## config.mk

```make
export PLATFORM = sky130hd
export DESIGN_NAME = two_level_interrupt_controller
export DESIGN_NICKNAME = d
export VERILOG_FILES = /design/src/rtl/irq_ctrl_pkg.sv /design/src/rtl/irq_first_select.sv /design/src/rtl/two_level_interrupt_controller.sv
export SDC_FILE = /design/constraint.sdc
export NUM_CORES = 1
export LEC_CHECK = 0
export ABC_AREA = 1
export ABC_CLOCK_PERIOD_IN_PS = 3400
export BUFFER_PORTS_ARGS = -buffer_cell sky130_fd_sc_hd__buf_4
export CAP_MARGIN = 20
export CELL_PAD_IN_SITES_DETAIL_PLACEMENT = 1
export CELL_PAD_IN_SITES_GLOBAL_PLACEMENT = 1
export CORE_MARGIN = 2
export CORE_UTILIZATION = 40
export DETAILED_ROUTE_END_ITERATION = 10
export PLACE_DENSITY = 0.91
export SETUP_SLACK_MARGIN = 0.4
export SLEW_MARGIN = 20
export SYNTH_ARGS = -nofsm -noshare
export SYNTH_HDL_FRONTEND = slang
export SYNTH_SLANG_ARGS = --single-unit
```

## constraint.sdc

```tcl
create_clock -name clk_i -period 3.4 [get_ports clk_i]
set_input_delay 0.51 -clock clk_i [delete_from_list [all_inputs] [get_ports clk_i]]
set_output_delay 0.51 -clock clk_i [all_outputs]
set_load 0.05 [all_outputs]
```

## src/rtl/irq_ctrl_pkg.sv

```systemverilog
// constants and types shared by the two-level interrupt controller
package irq_ctrl_pkg;

    localparam int NUM_SRC = 11;

    // special function register addresses
    localparam logic [7:0] ADDR_MAIN_ENABLE = 8'hA8;
    localparam logic [7:0] ADDR_MAIN_PRIORITY = 8'hB8;
    localparam logic [7:0] ADDR_SECONDARY = 8'hA9;

    // values after reset
    localparam logic [7:0] RESET_MAIN_ENABLE = 8'h00;
    localparam logic [7:0] RESET_MAIN_PRIORITY = 8'h00;
    localparam logic [7:0] RESET_SECONDARY = 8'hA0;

    // main enable / main priority bit positions
    localparam int BIT_GLOBAL_ENABLE = 7;
    localparam int BIT_CONVERTER = 6;
    localparam int BIT_TIMER_TWO = 5;
    localparam int BIT_UART = 4;
    localparam int BIT_TIMER_ONE = 3;
    localparam int BIT_EXTERNAL_ONE = 2;
    localparam int BIT_TIMER_ZERO = 1;
    localparam int BIT_EXTERNAL_ZERO = 0;

    // secondary register bit positions
    localparam int BIT_INTERVAL_COUNTER_PRIORITY = 6;
    localparam int BIT_SUPPLY_MONITOR_PRIORITY = 5;
    localparam int BIT_SYNC_SERIAL_PRIORITY = 4;
    localparam int BIT_SECONDARY_RESERVED = 3;
    localparam int BIT_INTERVAL_COUNTER_ENABLE = 2;
    localparam int BIT_SUPPLY_MONITOR_ENABLE = 1;
    localparam int BIT_SYNC_SERIAL_ENABLE = 0;

    // source index = polling order, 0 wins ties
    localparam int SRC_SUPPLY_MONITOR = 0;
    localparam int SRC_WATCHDOG = 1;
    localparam int SRC_EXTERNAL_ZERO = 2;
    localparam int SRC_CONVERTER = 3;
    localparam int SRC_TIMER_ZERO = 4;
    localparam int SRC_EXTERNAL_ONE = 5;
    localparam int SRC_TIMER_ONE = 6;
    localparam int SRC_SYNC_SERIAL = 7;
    localparam int SRC_UART = 8;
    localparam int SRC_TIMER_TWO = 9;
    localparam int SRC_INTERVAL_COUNTER = 10;

    // vector addresses
    localparam logic [15:0] VEC_EXTERNAL_ZERO = 16'h0003;
    localparam logic [15:0] VEC_TIMER_ZERO = 16'h000B;
    localparam logic [15:0] VEC_EXTERNAL_ONE = 16'h0013;
    localparam logic [15:0] VEC_TIMER_ONE = 16'h001B;
    localparam logic [15:0] VEC_UART = 16'h0023;
    localparam logic [15:0] VEC_TIMER_TWO = 16'h002B;
    localparam logic [15:0] VEC_CONVERTER = 16'h0033;
    localparam logic [15:0] VEC_SYNC_SERIAL = 16'h003B;
    localparam logic [15:0] VEC_SUPPLY_MONITOR = 16'h0043;
    localparam logic [15:0] VEC_INTERVAL_COUNTER = 16'h0053;
    localparam logic [15:0] VEC_WATCHDOG = 16'h005B;

    typedef enum logic [2:0] {
        SEQ_IDLE = 3'b001,
        SEQ_PUSH = 3'b010,
        SEQ_LOAD = 3'b100
    } seq_state_t;

endpackage

```

## src/rtl/irq_first_select.sv

```systemverilog
// fixed-order picker: lowest index among the asserted requests
`timescale 1ns/1ps
module irq_first_select #(
    parameter int WIDTH = 11,
    parameter int IDX_W = 4
) (
    // requests
    input wire logic [WIDTH-1:0] req_i,
    // result
    output logic found_o,
    output logic [IDX_W-1:0] index_o
);

    always_comb begin
        found_o = 1'b0;
        index_o = '0;
        for (int i = WIDTH - 1; i >= 0; i--) begin
            if (req_i[i]) begin
                found_o = 1'b1;
                index_o = IDX_W'(i);
            end
        end
    end

endmodule

```

## src/rtl/two_level_interrupt_controller.sv

```systemverilog
// two-level prioritised interrupt controller with vector sequencing for the core
`timescale 1ns/1ps
module two_level_interrupt_controller
    import irq_ctrl_pkg::*;
#(
    parameter int IDX_W = 4,
    parameter int WDT_SETTING_W = 4
) (
    // clock and reset
    input wire logic clk_i,
    input wire logic rstn_i,
    // special function register port
    input wire logic [7:0] sfr_addr_i,
    input wire logic sfr_wr_i,
    input wire logic sfr_rd_i,
    input wire logic [7:0] sfr_wdata_i,
    output logic [7:0] sfr_rdata_o,
    // peripheral request levels
    input wire logic supply_monitor_request_i,
    input wire logic external_request_zero_i,
    input wire logic [1:0] converter_ready_requests_i,
    input wire logic timer_zero_overflow_i,
    input wire logic external_request_one_i,
    input wire logic timer_one_overflow_i,
    input wire logic two_wire_serial_request_i,
    input wire logic four_wire_serial_request_i,
    input wire logic uart_receive_flag_i,
    input wire logic uart_transmit_flag_i,
    input wire logic timer_two_overflow_i,
    input wire logic timer_two_external_flag_i,
    input wire logic interval_counter_request_i,
    // watchdog
    input wire logic watchdog_request_i,
    input wire logic watchdog_irq_select_i,
    input wire logic [WDT_SETTING_W-1:0] watchdog_timeout_setting_i,
    output logic watchdog_reset_o,
    // core sequencing
    input wire logic core_boundary_i,
    input wire logic push_done_i,
    input wire logic reti_i,
    output logic pc_push_o,
    output logic pc_load_o,
    output logic [15:0] pc_vector_o,
    output logic [NUM_SRC-1:0] irq_taken_o,
    output logic [1:0] in_service_o
);

    // vector of a source index
    function automatic logic [15:0] vector_of(input logic [IDX_W-1:0] idx);
        logic [15:0] v;
        v = VEC_SUPPLY_MONITOR;
        case (int'(idx))
            SRC_SUPPLY_MONITOR: v = VEC_SUPPLY_MONITOR;
            SRC_WATCHDOG: v = VEC_WATCHDOG;
            SRC_EXTERNAL_ZERO: v = VEC_EXTERNAL_ZERO;
            SRC_CONVERTER: v = VEC_CONVERTER;
            SRC_TIMER_ZERO: v = VEC_TIMER_ZERO;
            SRC_EXTERNAL_ONE: v = VEC_EXTERNAL_ONE;
            SRC_TIMER_ONE: v = VEC_TIMER_ONE;
            SRC_SYNC_SERIAL: v = VEC_SYNC_SERIAL;
            SRC_UART: v = VEC_UART;
            SRC_TIMER_TWO: v = VEC_TIMER_TWO;
            SRC_INTERVAL_COUNTER: v = VEC_INTERVAL_COUNTER;
            default: v = VEC_SUPPLY_MONITOR;
        endcase
        return v;
    endfunction

    // one-hot of a source index
    function automatic logic [NUM_SRC-1:0] onehot_of(input logic [IDX_W-1:0] idx);
        logic [NUM_SRC-1:0] o;
        o = '0;
        o[idx] = 1'b1;
        return o;
    endfunction

    // ---------------- registers ----------------
    logic [7:0] main_enable_reg, main_enable_next;
    logic [7:0] main_priority_reg, main_priority_next;
    logic [7:0] secondary_irq_enable_priority_reg, secondary_irq_enable_priority_next;
    logic [7:0] rdata_reg, rdata_next;

    always_comb begin
        main_enable_next = main_enable_reg;
        main_priority_next = main_priority_reg;
        secondary_irq_enable_priority_next = secondary_irq_enable_priority_reg;
        rdata_next = rdata_reg;
        if (sfr_wr_i) begin
            case (sfr_addr_i)
                ADDR_MAIN_ENABLE: main_enable_next = sfr_wdata_i;
                ADDR_MAIN_PRIORITY: main_priority_next = sfr_wdata_i;
                // bit 3 stored as written; software keeps it zero
                ADDR_SECONDARY: secondary_irq_enable_priority_next = sfr_wdata_i;
                default: ;
            endcase
        end
        if (sfr_rd_i) begin
            case (sfr_addr_i)
                ADDR_MAIN_ENABLE: rdata_next = main_enable_reg;
                ADDR_MAIN_PRIORITY: rdata_next = main_priority_reg;
                ADDR_SECONDARY: rdata_next = secondary_irq_enable_priority_reg;
                default: rdata_next = 8'h00;
            endcase
        end
    end

    always_ff @(posedge clk_i) begin
        if (!rstn_i) begin
            main_enable_reg <= RESET_MAIN_ENABLE;
            main_priority_reg <= RESET_MAIN_PRIORITY;
            secondary_irq_enable_priority_reg <= RESET_SECONDARY;
            rdata_reg <= 8'h00;
        end else begin
            main_enable_reg <= main_enable_next;
            main_priority_reg <= main_priority_next;
            secondary_irq_enable_priority_reg <= secondary_irq_enable_priority_next;
            rdata_reg <= rdata_next;
        end
    end

    // ---------------- watchdog ----------------
    logic watchdog_pend_reg, watchdog_pend_next;
    logic watchdog_reset_reg, watchdog_reset_next;
    logic watchdog_taken;

    always_comb begin
        watchdog_pend_next = watchdog_pend_reg;
        watchdog_reset_next = 1'b0;
        if (watchdog_taken) begin
            watchdog_pend_next = 1'b0;
        end
        if (watchdog_request_i) begin
            if (!watchdog_irq_select_i) begin
                watchdog_reset_next = 1'b1;
            end else if (watchdog_timeout_setting_i != '0) begin
                watchdog_pend_next = 1'b1; // set wins over take
            end
        end
    end

    always_ff @(posedge clk_i) begin
        if (!rstn_i) begin
            watchdog_pend_reg <= 1'b0;
            watchdog_reset_reg <= 1'b0;
        end else begin
            watchdog_pend_reg <= watchdog_pend_next;
            watchdog_reset_reg <= watchdog_reset_next;
        end
    end

    // ---------------- request qualification ----------------
    logic global_irq_enable;
    logic [NUM_SRC-1:0] raw_req, src_enable, src_high, ready;
    logic [NUM_SRC-1:0] high_req, low_req;

    always_comb begin
        global_irq_enable = main_enable_reg[BIT_GLOBAL_ENABLE];
        raw_req = '0;
        raw_req[SRC_SUPPLY_MONITOR] = supply_monitor_request_i;
        raw_req[SRC_WATCHDOG] = watchdog_pend_reg;
        raw_req[SRC_EXTERNAL_ZERO] = external_request_zero_i;
        raw_req[SRC_CONVERTER] = |converter_ready_requests_i;
        raw_req[SRC_TIMER_ZERO] = timer_zero_overflow_i;
        raw_req[SRC_EXTERNAL_ONE] = external_request_one_i;
        raw_req[SRC_TIMER_ONE] = timer_one_overflow_i;
        raw_req[SRC_SYNC_SERIAL] = two_wire_serial_request_i | four_wire_serial_request_i;
        raw_req[SRC_UART] = uart_receive_flag_i | uart_transmit_flag_i;
        raw_req[SRC_TIMER_TWO] = timer_two_overflow_i | timer_two_external_flag_i;
        raw_req[SRC_INTERVAL_COUNTER] = interval_counter_request_i;

        src_enable = '0;
        src_enable[SRC_SUPPLY_MONITOR] = secondary_irq_enable_priority_reg[BIT_SUPPLY_MONITOR_ENABLE];
        src_enable[SRC_SYNC_SERIAL] = secondary_irq_enable_priority_reg[BIT_SYNC_SERIAL_ENABLE];
        src_enable[SRC_INTERVAL_COUNTER] =
            secondary_irq_enable_priority_reg[BIT_INTERVAL_COUNTER_ENABLE];
        src_enable[SRC_EXTERNAL_ZERO] = main_enable_reg[BIT_EXTERNAL_ZERO];
        src_enable[SRC_CONVERTER] = main_enable_reg[BIT_CONVERTER];
        src_enable[SRC_TIMER_ZERO] = main_enable_reg[BIT_TIMER_ZERO];
        src_enable[SRC_EXTERNAL_ONE] = main_enable_reg[BIT_EXTERNAL_ONE];
        src_enable[SRC_TIMER_ONE] = main_enable_reg[BIT_TIMER_ONE];
        src_enable[SRC_UART] = main_enable_reg[BIT_UART];
        src_enable[SRC_TIMER_TWO] = main_enable_reg[BIT_TIMER_TWO];
        // global enable gates all sources but the watchdog
        src_enable = src_enable & {NUM_SRC{global_irq_enable}};
        // watchdog ignores the global enable; its select bit and a non-zero timeout setting enable it
        src_enable[SRC_WATCHDOG] = 1'b1;

        // priority bit 1 = high level
        src_high = '0;
        src_high[SRC_SUPPLY_MONITOR] =
            secondary_irq_enable_priority_reg[BIT_SUPPLY_MONITOR_PRIORITY];
        src_high[SRC_SYNC_SERIAL] = secondary_irq_enable_priority_reg[BIT_SYNC_SERIAL_PRIORITY];
        src_high[SRC_INTERVAL_COUNTER] =
            secondary_irq_enable_priority_reg[BIT_INTERVAL_COUNTER_PRIORITY];
        src_high[SRC_EXTERNAL_ZERO] = main_priority_reg[BIT_EXTERNAL_ZERO];
        src_high[SRC_CONVERTER] = main_priority_reg[BIT_CONVERTER];
        src_high[SRC_TIMER_ZERO] = main_priority_reg[BIT_TIMER_ZERO];
        src_high[SRC_EXTERNAL_ONE] = main_priority_reg[BIT_EXTERNAL_ONE];
        src_high[SRC_TIMER_ONE] = main_priority_reg[BIT_TIMER_ONE];
        src_high[SRC_UART] = main_priority_reg[BIT_UART];
        src_high[SRC_TIMER_TWO] = main_priority_reg[BIT_TIMER_TWO];
        src_high[SRC_WATCHDOG] = 1'b1;

        ready = raw_req & src_enable;
        high_req = ready & src_high;
        low_req = ready & ~src_high;
    end

    logic high_found, low_found;
    logic [IDX_W-1:0] high_idx, low_idx;

    // fixed order within each level
    irq_first_select #(
        .WIDTH(NUM_SRC),
        .IDX_W(IDX_W)
    ) u_high_select (
        .req_i(high_req),
        .found_o(high_found),
        .index_o(high_idx)
    );

    irq_first_select #(
        .WIDTH(NUM_SRC),
        .IDX_W(IDX_W)
    ) u_low_select (
        .req_i(low_req),
        .found_o(low_found),
        .index_o(low_idx)
    );

    // ---------------- sequencer and in-service tracking ----------------
    seq_state_t state_reg, state_next;
    logic [1:0] in_service_reg, in_service_next;
    logic [IDX_W-1:0] sel_idx_reg, sel_idx_next;
    logic sel_high_reg, sel_high_next;
    logic push_reg, push_next;
    logic load_reg, load_next;
    logic [15:0] vector_reg, vector_next;
    logic [NUM_SRC-1:0] taken_reg, taken_next;
    logic high_ok, low_ok;

    always_comb begin
        // high preempts low but never high
        high_ok = high_found && !in_service_reg[1];
        // low only when no level is active and no high is waiting
        low_ok = low_found && (in_service_reg == 2'b00) && !high_found;
        state_next = state_reg;
        in_service_next = in_service_reg;
        sel_idx_next = sel_idx_reg;
        sel_high_next = sel_high_reg;
        push_next = 1'b0;
        load_next = 1'b0;
        vector_next = vector_reg;
        taken_next = '0;
        watchdog_taken = 1'b0;
        if (reti_i) begin
            // most recent level is the highest one set
            if (in_service_reg[1]) begin
                in_service_next[1] = 1'b0;
            end else begin
                in_service_next[0] = 1'b0;
            end
        end
        case (state_reg)
            SEQ_IDLE: begin
                if (core_boundary_i && (high_ok || low_ok)) begin
                    sel_high_next = high_ok;
                    sel_idx_next = high_ok ? high_idx : low_idx;
                    push_next = 1'b1;
                    state_next = SEQ_PUSH;
                end
            end
            SEQ_PUSH: begin
                push_next = 1'b1;
                if (push_done_i) begin
                    // jump only once the push is done
                    push_next = 1'b0;
                    load_next = 1'b1;
                    vector_next = vector_of(sel_idx_reg);
                    taken_next = onehot_of(sel_idx_reg);
                    watchdog_taken = (int'(sel_idx_reg) == SRC_WATCHDOG);
                    if (sel_high_reg) begin
                        in_service_next[1] = 1'b1;
                    end else begin
                        in_service_next[0] = 1'b1;
                    end
                    state_next = SEQ_LOAD;
                end
            end
            SEQ_LOAD: begin
                state_next = SEQ_IDLE;
            end
            default: begin
                state_next = SEQ_IDLE;
            end
        endcase
    end

    always_ff @(posedge clk_i) begin
        if (!rstn_i) begin
            state_reg <= SEQ_IDLE;
            in_service_reg <= 2'b00;
            sel_idx_reg <= '0;
            sel_high_reg <= 1'b0;
            push_reg <= 1'b0;
            load_reg <= 1'b0;
            vector_reg <= 16'h0000;
            taken_reg <= '0;
        end else begin
            state_reg <= state_next;
            in_service_reg <= in_service_next;
            sel_idx_reg <= sel_idx_next;
            sel_high_reg <= sel_high_next;
            push_reg <= push_next;
            load_reg <= load_next;
            vector_reg <= vector_next;
            taken_reg <= taken_next;
        end
    end

    assign sfr_rdata_o = rdata_reg;
    assign watchdog_reset_o = watchdog_reset_reg;
    assign pc_push_o = push_reg;
    assign pc_load_o = load_reg;
    assign pc_vector_o = vector_reg;
    assign irq_taken_o = taken_reg;
    assign in_service_o = in_service_reg;

endmodule

```

==> Yosys cells after proc, flatten, opt, wreduce, memory -nomap -nowiden <==
Memories as Yosys holds them, arrays and structs flattened. A register that Yosys moved wholly into a read port is not among the register bits.
Index checks and enable logic that the tools add are counted.
{ "op_classes": {"addsub": 0, "n_mul": 0, "n_div": 0, "order_cmp": 2, "eq_ne": 8, "shifts": 0, "n_mux": 68, "n_bitwise": 8, "n_reduce_logical": 21} }
{ "op_table": {"columns": ["op", "count"], "rows": [
  ["$mux W4", 23],
  ["$and A11 B11 Y11", 4],
  ["$mux W1", 36],
  ["$eq A8 B8 Y1 const B", 3],
  ["$pmux W8 S3", 1],
  ["$reduce_and A2 Y1", 8],
  ["$not A11 Y11", 1],
  ["$mux W2", 3],
  ["$mux W3", 2],
  ["$pmux W3 S2", 1],
  ["$logic_and A1 B1 Y1", 5],
  ["$lt A4 B5 Y1 const B", 1],
  ["$demux W1 S4", 1],
  ["$eq A4 B2 Y1 const B", 1],
  ["$ge A4 B1 Y1 const B", 1],
  ["$ne A2 B2 Y1 const B", 2],
  ["$reduce_bool A4 Y1", 1],
  ["$eq A3 B1 Y1 const B", 1],
  ["$eq A3 B2 Y1 const B", 1],
  ["$logic_not A1 Y1", 3],
  ["$or A1 B1 Y1", 3],
  ["$reduce_and A3 Y1", 1],
  ["$logic_not A2 Y1", 1],
  ["$pmux W1 S2", 1],
  ["2 further kinds", 2]
]} }
{ "totals": {"reg_bits": 73, "latch_bits": 0, "ram_bits": 0, "mem_bits_ro": 64, "input_bits": 43, "out_inout_bits": 40, "mem_count": 1} }
{ "mem_list": {"columns": ["name", "words", "word_bits", "read_ports", "rd_ports_with_merged_regs", "write_ports", "line_no", "rtl"], "rows": [
  ["(no name shown)", 16, 4, 1, 1, 0, "two_level_interrupt_controller.sv:52", "case (int'(idx))"]
]} }

==> Logic depth before layout (Yosys ltp) <==
{ "logic_depth": {"depth_word": 20, "mapped_depth": 14} }

==> Hierarchy <==
Synthesis repeated with hierarchy kept, for this count alone.
{ "hier_totals": {"hier_cells": 433, "area_unflattened_um2": 3108.0} }
{ "by_module_without_submodules": {"columns": ["mod", "n_inst", "cells_per_inst", "area_each_um2", "seq_area_each_um2"], "rows": [
  ["two_level_interrupt_controller", 1, 371, 2812.7, 1241.2],
  ["irq_first_select", 2, 31, 147.6, 0.0]
]} }

==> Least setup slack after synthesis <==
Ideal clock, no wire load.
{ "synth_path": {"path_kind": "input to register", "startpoint": "input sfr_addr_i[2]", "endpoint": "register main_enable_reg[3]", "setup_time_ps": 119, "t_arrival_ps": 1570, "setup_slack_ps": 1710, "stages": 9, "n_path_buf": 1, "path_cell_list": "inv_1 nand2_1 nor3_1 nand2_1 nor2_1 inv_1 buf_2 o21ai_0 a21oi_1"} }
{ "synth_via": {"elab_chain_cells": 2} }
{ "synth_lines": {"columns": ["element", "line_no", "rtl"], "rows": [
  ["start, declared", "two_level_interrupt_controller.sv:13", "input wire logic [7:0] sfr_addr_i,"],
  ["$eq A8 B8 Y1", "two_level_interrupt_controller.sv:89", "case (sfr_addr_i)"],
  ["$reduce_and A2 Y1 (no line)", null, null],
  ["end signal, assigned", "two_level_interrupt_controller.sv:114", "main_enable_reg <= main_enable_next;"],
  ["end, declared", "two_level_interrupt_controller.sv:78", "logic [7:0] main_enable_reg, main_enable_next;"]
]} }
No other way between the ends.
A chain may end at the register's enable or synchronous reset.

==> Final worst setup path <==
{ "layout_path": {"startpoint": "register main_enable_reg[7]", "endpoint": "register sel_idx_reg[1]"} }
{ "layout_via": {"elab_chain_cells": 19} }
{ "layout_lines": {"columns": ["element", "line_no", "rtl"], "rows": [
  ["$and A11 B11 Y11 (*)", "two_level_interrupt_controller.sv:184", "src_enable = src_enable & {NUM_SRC{global_irq_enable}};"],
  ["$and A11 B11 Y11 (*)", "two_level_interrupt_controller.sv:204", "ready = raw_req & src_enable;"],
  ["$and A11 B11 Y11, on equally long branches", "two_level_interrupt_controller.sv:206, two_level_interrupt_controller.sv:205", null],
  ["$mux W1 (11 in series)", "irq_first_select.sv:18", "if (req_i[i]) begin"],
  ["$logic_and A1 B1 Y1 / $logic_not A1 Y1 (equally long branches)", "two_level_interrupt_controller.sv:246", "low_ok = low_found && (in_service_reg == 2'b00) && !high_found;"],
  ["$logic_and A1 B1 Y1", "two_level_interrupt_controller.sv:246", null],
  ["$logic_or A1 B1 Y1", "two_level_interrupt_controller.sv:266", "if (core_boundary_i && (high_ok || low_ok)) begin"],
  ["$logic_and A1 B1 Y1", "two_level_interrupt_controller.sv:266", null],
  ["$reduce_and A2 Y1 (no line)", null, null],
  ["end signal, assigned", "two_level_interrupt_controller.sv:312", "sel_idx_reg <= sel_idx_next;"],
  ["end, declared", "two_level_interrupt_controller.sv:234", "logic [IDX_W-1:0] sel_idx_reg, sel_idx_next;"]
]} }
Every way passes the cells marked *; elsewhere a longest branch is shown, timed or not.

==> run metrics <==
Total GRT Usage 24.17%; Leakage 1.803 nW; routed length per instance 16.05 um; Most used DFF post-synth dfxtp_1; GPL Wtd Cong 0.8349; total grt overflow 0; HPWL after DPL 6975 um; share of layout cells above drive strength 1 24.90%; clock period minus worst slack 2.329 ns; Clock Latency Late Sink 0.34 ns; area leader, netlist dfxtp_1; HP Start watchdog_irq_select_i; top cell type's share of synthesized area 40.82%; vias in the first global route 3276; hold depth 2; CTS H-tree depth 3; crit start category flip-flop; Reg clk slew, reported paths 0.08 ns; Setup-failing EPs final 0; Syn Area/Cell 7.188 um^2; CP cell instances nand3_1 > o21ai_1 > nor2_2 > nand3_2 > inv_2 > nand2_2 > nand3_2 > nand2_1 > nand2_1 > nor2_1; IO Pins 83; HP Class in -> reg; Max Cap Viol 0; Critical-path top delay cell dfxtp_1; relative slew slack 43.09%; power density over cell area 428.8 nW/um^2; Core Rows 31; cells after synthesis 423; most frequent cell after synthesis nand2_1; Critical Path Max Stage Delay 0.88 ns; Initial DRT Pass Iterations 4; Die Y-Extent 91.19 um; input/output buffers 72; RSZ-0062 raised after global routing false; r2r endpoint sel_idx_reg[1]; global-route wire length before repair 15920 um; fin worst setup slack 1.071 ns; Vias 3069; register area share after synthesis 40.82%; Routed Antenna Nets 0; setup bufs post-CTS 0; CTS Buffer Depth 2; WP buf/inv 1; slew of the pin with the lowest slew margin 0.8525 ns; fin crit share 68.51%; WHS Endpoint watchdog_reset_o; total CTS buffers 9; CTS tree yes; Setup CP Type reg -> reg; peak supply drop 0.2029 mV; number of enable flip-flop cells after synthesis 0; routed wire length 9582 um; drt initial violations 134; post-layout util 52.28%; final clock skew 0.01201 ns; Post-layout nets 536; Worst Setup End Kind flip-flop; met3 Use GR 6.473%; final routed DRC violation total 0; r2r setup slk 1.07 ns; Yosys cell types 36; post-cts repair resize count 0; Synth Warn # 0; largest net degree at the start of global routing 33; Reg2Reg Depth 10; Data required, critical path 3.68 ns; Area after DPL 3580 um^2; Synth area leaders dfxtp_1 (41%), nand2_1 (10%), inv_1 (7.4%); final setup TNS 0 ns; Hold Buf Count CTS 0; Area Overhead vs Synth 25.39%; Initial Util 41.70%; routing usage on met1 27.84%; Final Hold Vio Count 0; Final Slew Violations 0; Post-Syn Area 3040 um^2; status complete, no violations; Setup WS pre-CTS 1.118 ns; reg2reg start main_enable_reg[7]; Die W 91.19 um; initial antenna violation count 0; CP arrival 2.61 ns; Tot Pwr 0.001635 W; Worst path top cell family by delay simple AND/OR/NAND/NOR gates; met2 Use GR 42.78%; asr flop ratio synth 0%; flop and latch count out of synthesis 62; routed vias/inst 5.141; commonest cells in the synthesized netlist nand2_1 (83), dfxtp_1 (62), inv_1 (60), nor2_1 (45), a21oi_1 (38); root buffer cell clkbuf_8; GRT busiest layer met2; Crit Path Max Fanout 18; Final Cell Area 3812 um^2; Std-Cell Core Area 7292 um^2; # diodes 0; # clock sinks 62; Fmax 429.3 MHz; die area 8315 um^2; max FFs per register 11
## per-stage QoR
| stage | hold slack (ns) | instances |
|---|---|---|
| floorplan | 0.4249 | 432 |
| global placement | 0.4364 | 581 |
| detailed placement | 0.4461 | 581 |
| finish | 0.3319 | 597 |
| global route | 0.3368 | 597 |
| CTS | 0.3237 | 597 |
## kinds of logic (layout without fill, tap and decap cells)
kind of cell,Yosys count,count (layout),synth area share [%]
flops,62,62,40.82
simple gates,189,189,30.37
buf+inv,85,151,13.00
other cells,1,10,0.1233
compound gates,86,86,15.68
## placed cells by master, fill, tap and decap left out, drive strengths merged, types with 11 or more instances in the layout
| cell type | synthesis | final |
|---|---|---|
| a21oi | 39 | 39 |
| buf | 18 | 72 |
| clkbuf | 4 | 11 |
| dfxtp | 62 | 62 |
| inv | 63 | 63 |
| nand2 | 91 | 91 |
| nand3 | 17 | 17 |
| nand4 | 12 | 12 |
| nor2 | 53 | 53 |
| nor3 | 12 | 12 |
| o21ai | 33 | 33 |
## area by class of cell
type,count,area [um^2]
clock buffer,11,151.4
clock inverter,5,81.33
fill,989,3480
inverter,63,236.5
multi-input combinational,285,1438
sequential,62,1241
tap,99,123.9
timing repair buffer,72,540.5
## worst max-delay path by stage
stage,start,end,depth (start not counted)
2_1_floorplan,sfr_addr_i[2],main_enable_reg[3],9
3_3_place_gp,sfr_addr_i[2],main_priority_reg[5],9
3_5_place_dp,sfr_addr_i[2],main_priority_reg[5],9
4_1_cts,main_enable_reg[7],sel_idx_reg[1],10
5_1_grt,main_enable_reg[7],sel_idx_reg[1],10
6_report,main_enable_reg[7],sel_idx_reg[1],10
## where the power goes
group,switching (W),internal (W)
sequential,0.00000592,0.000733
combinational,0.0000984,0.0000509
clock,0.000294,0.000453
## layer usage
metal	part of all wire, %	wire length, um
met5	0	0
met4	1.8	174
met3	5.5	530
met2	50	4818
met1	42	4060
Note: power is estimated with default switching activity, not from simulation.
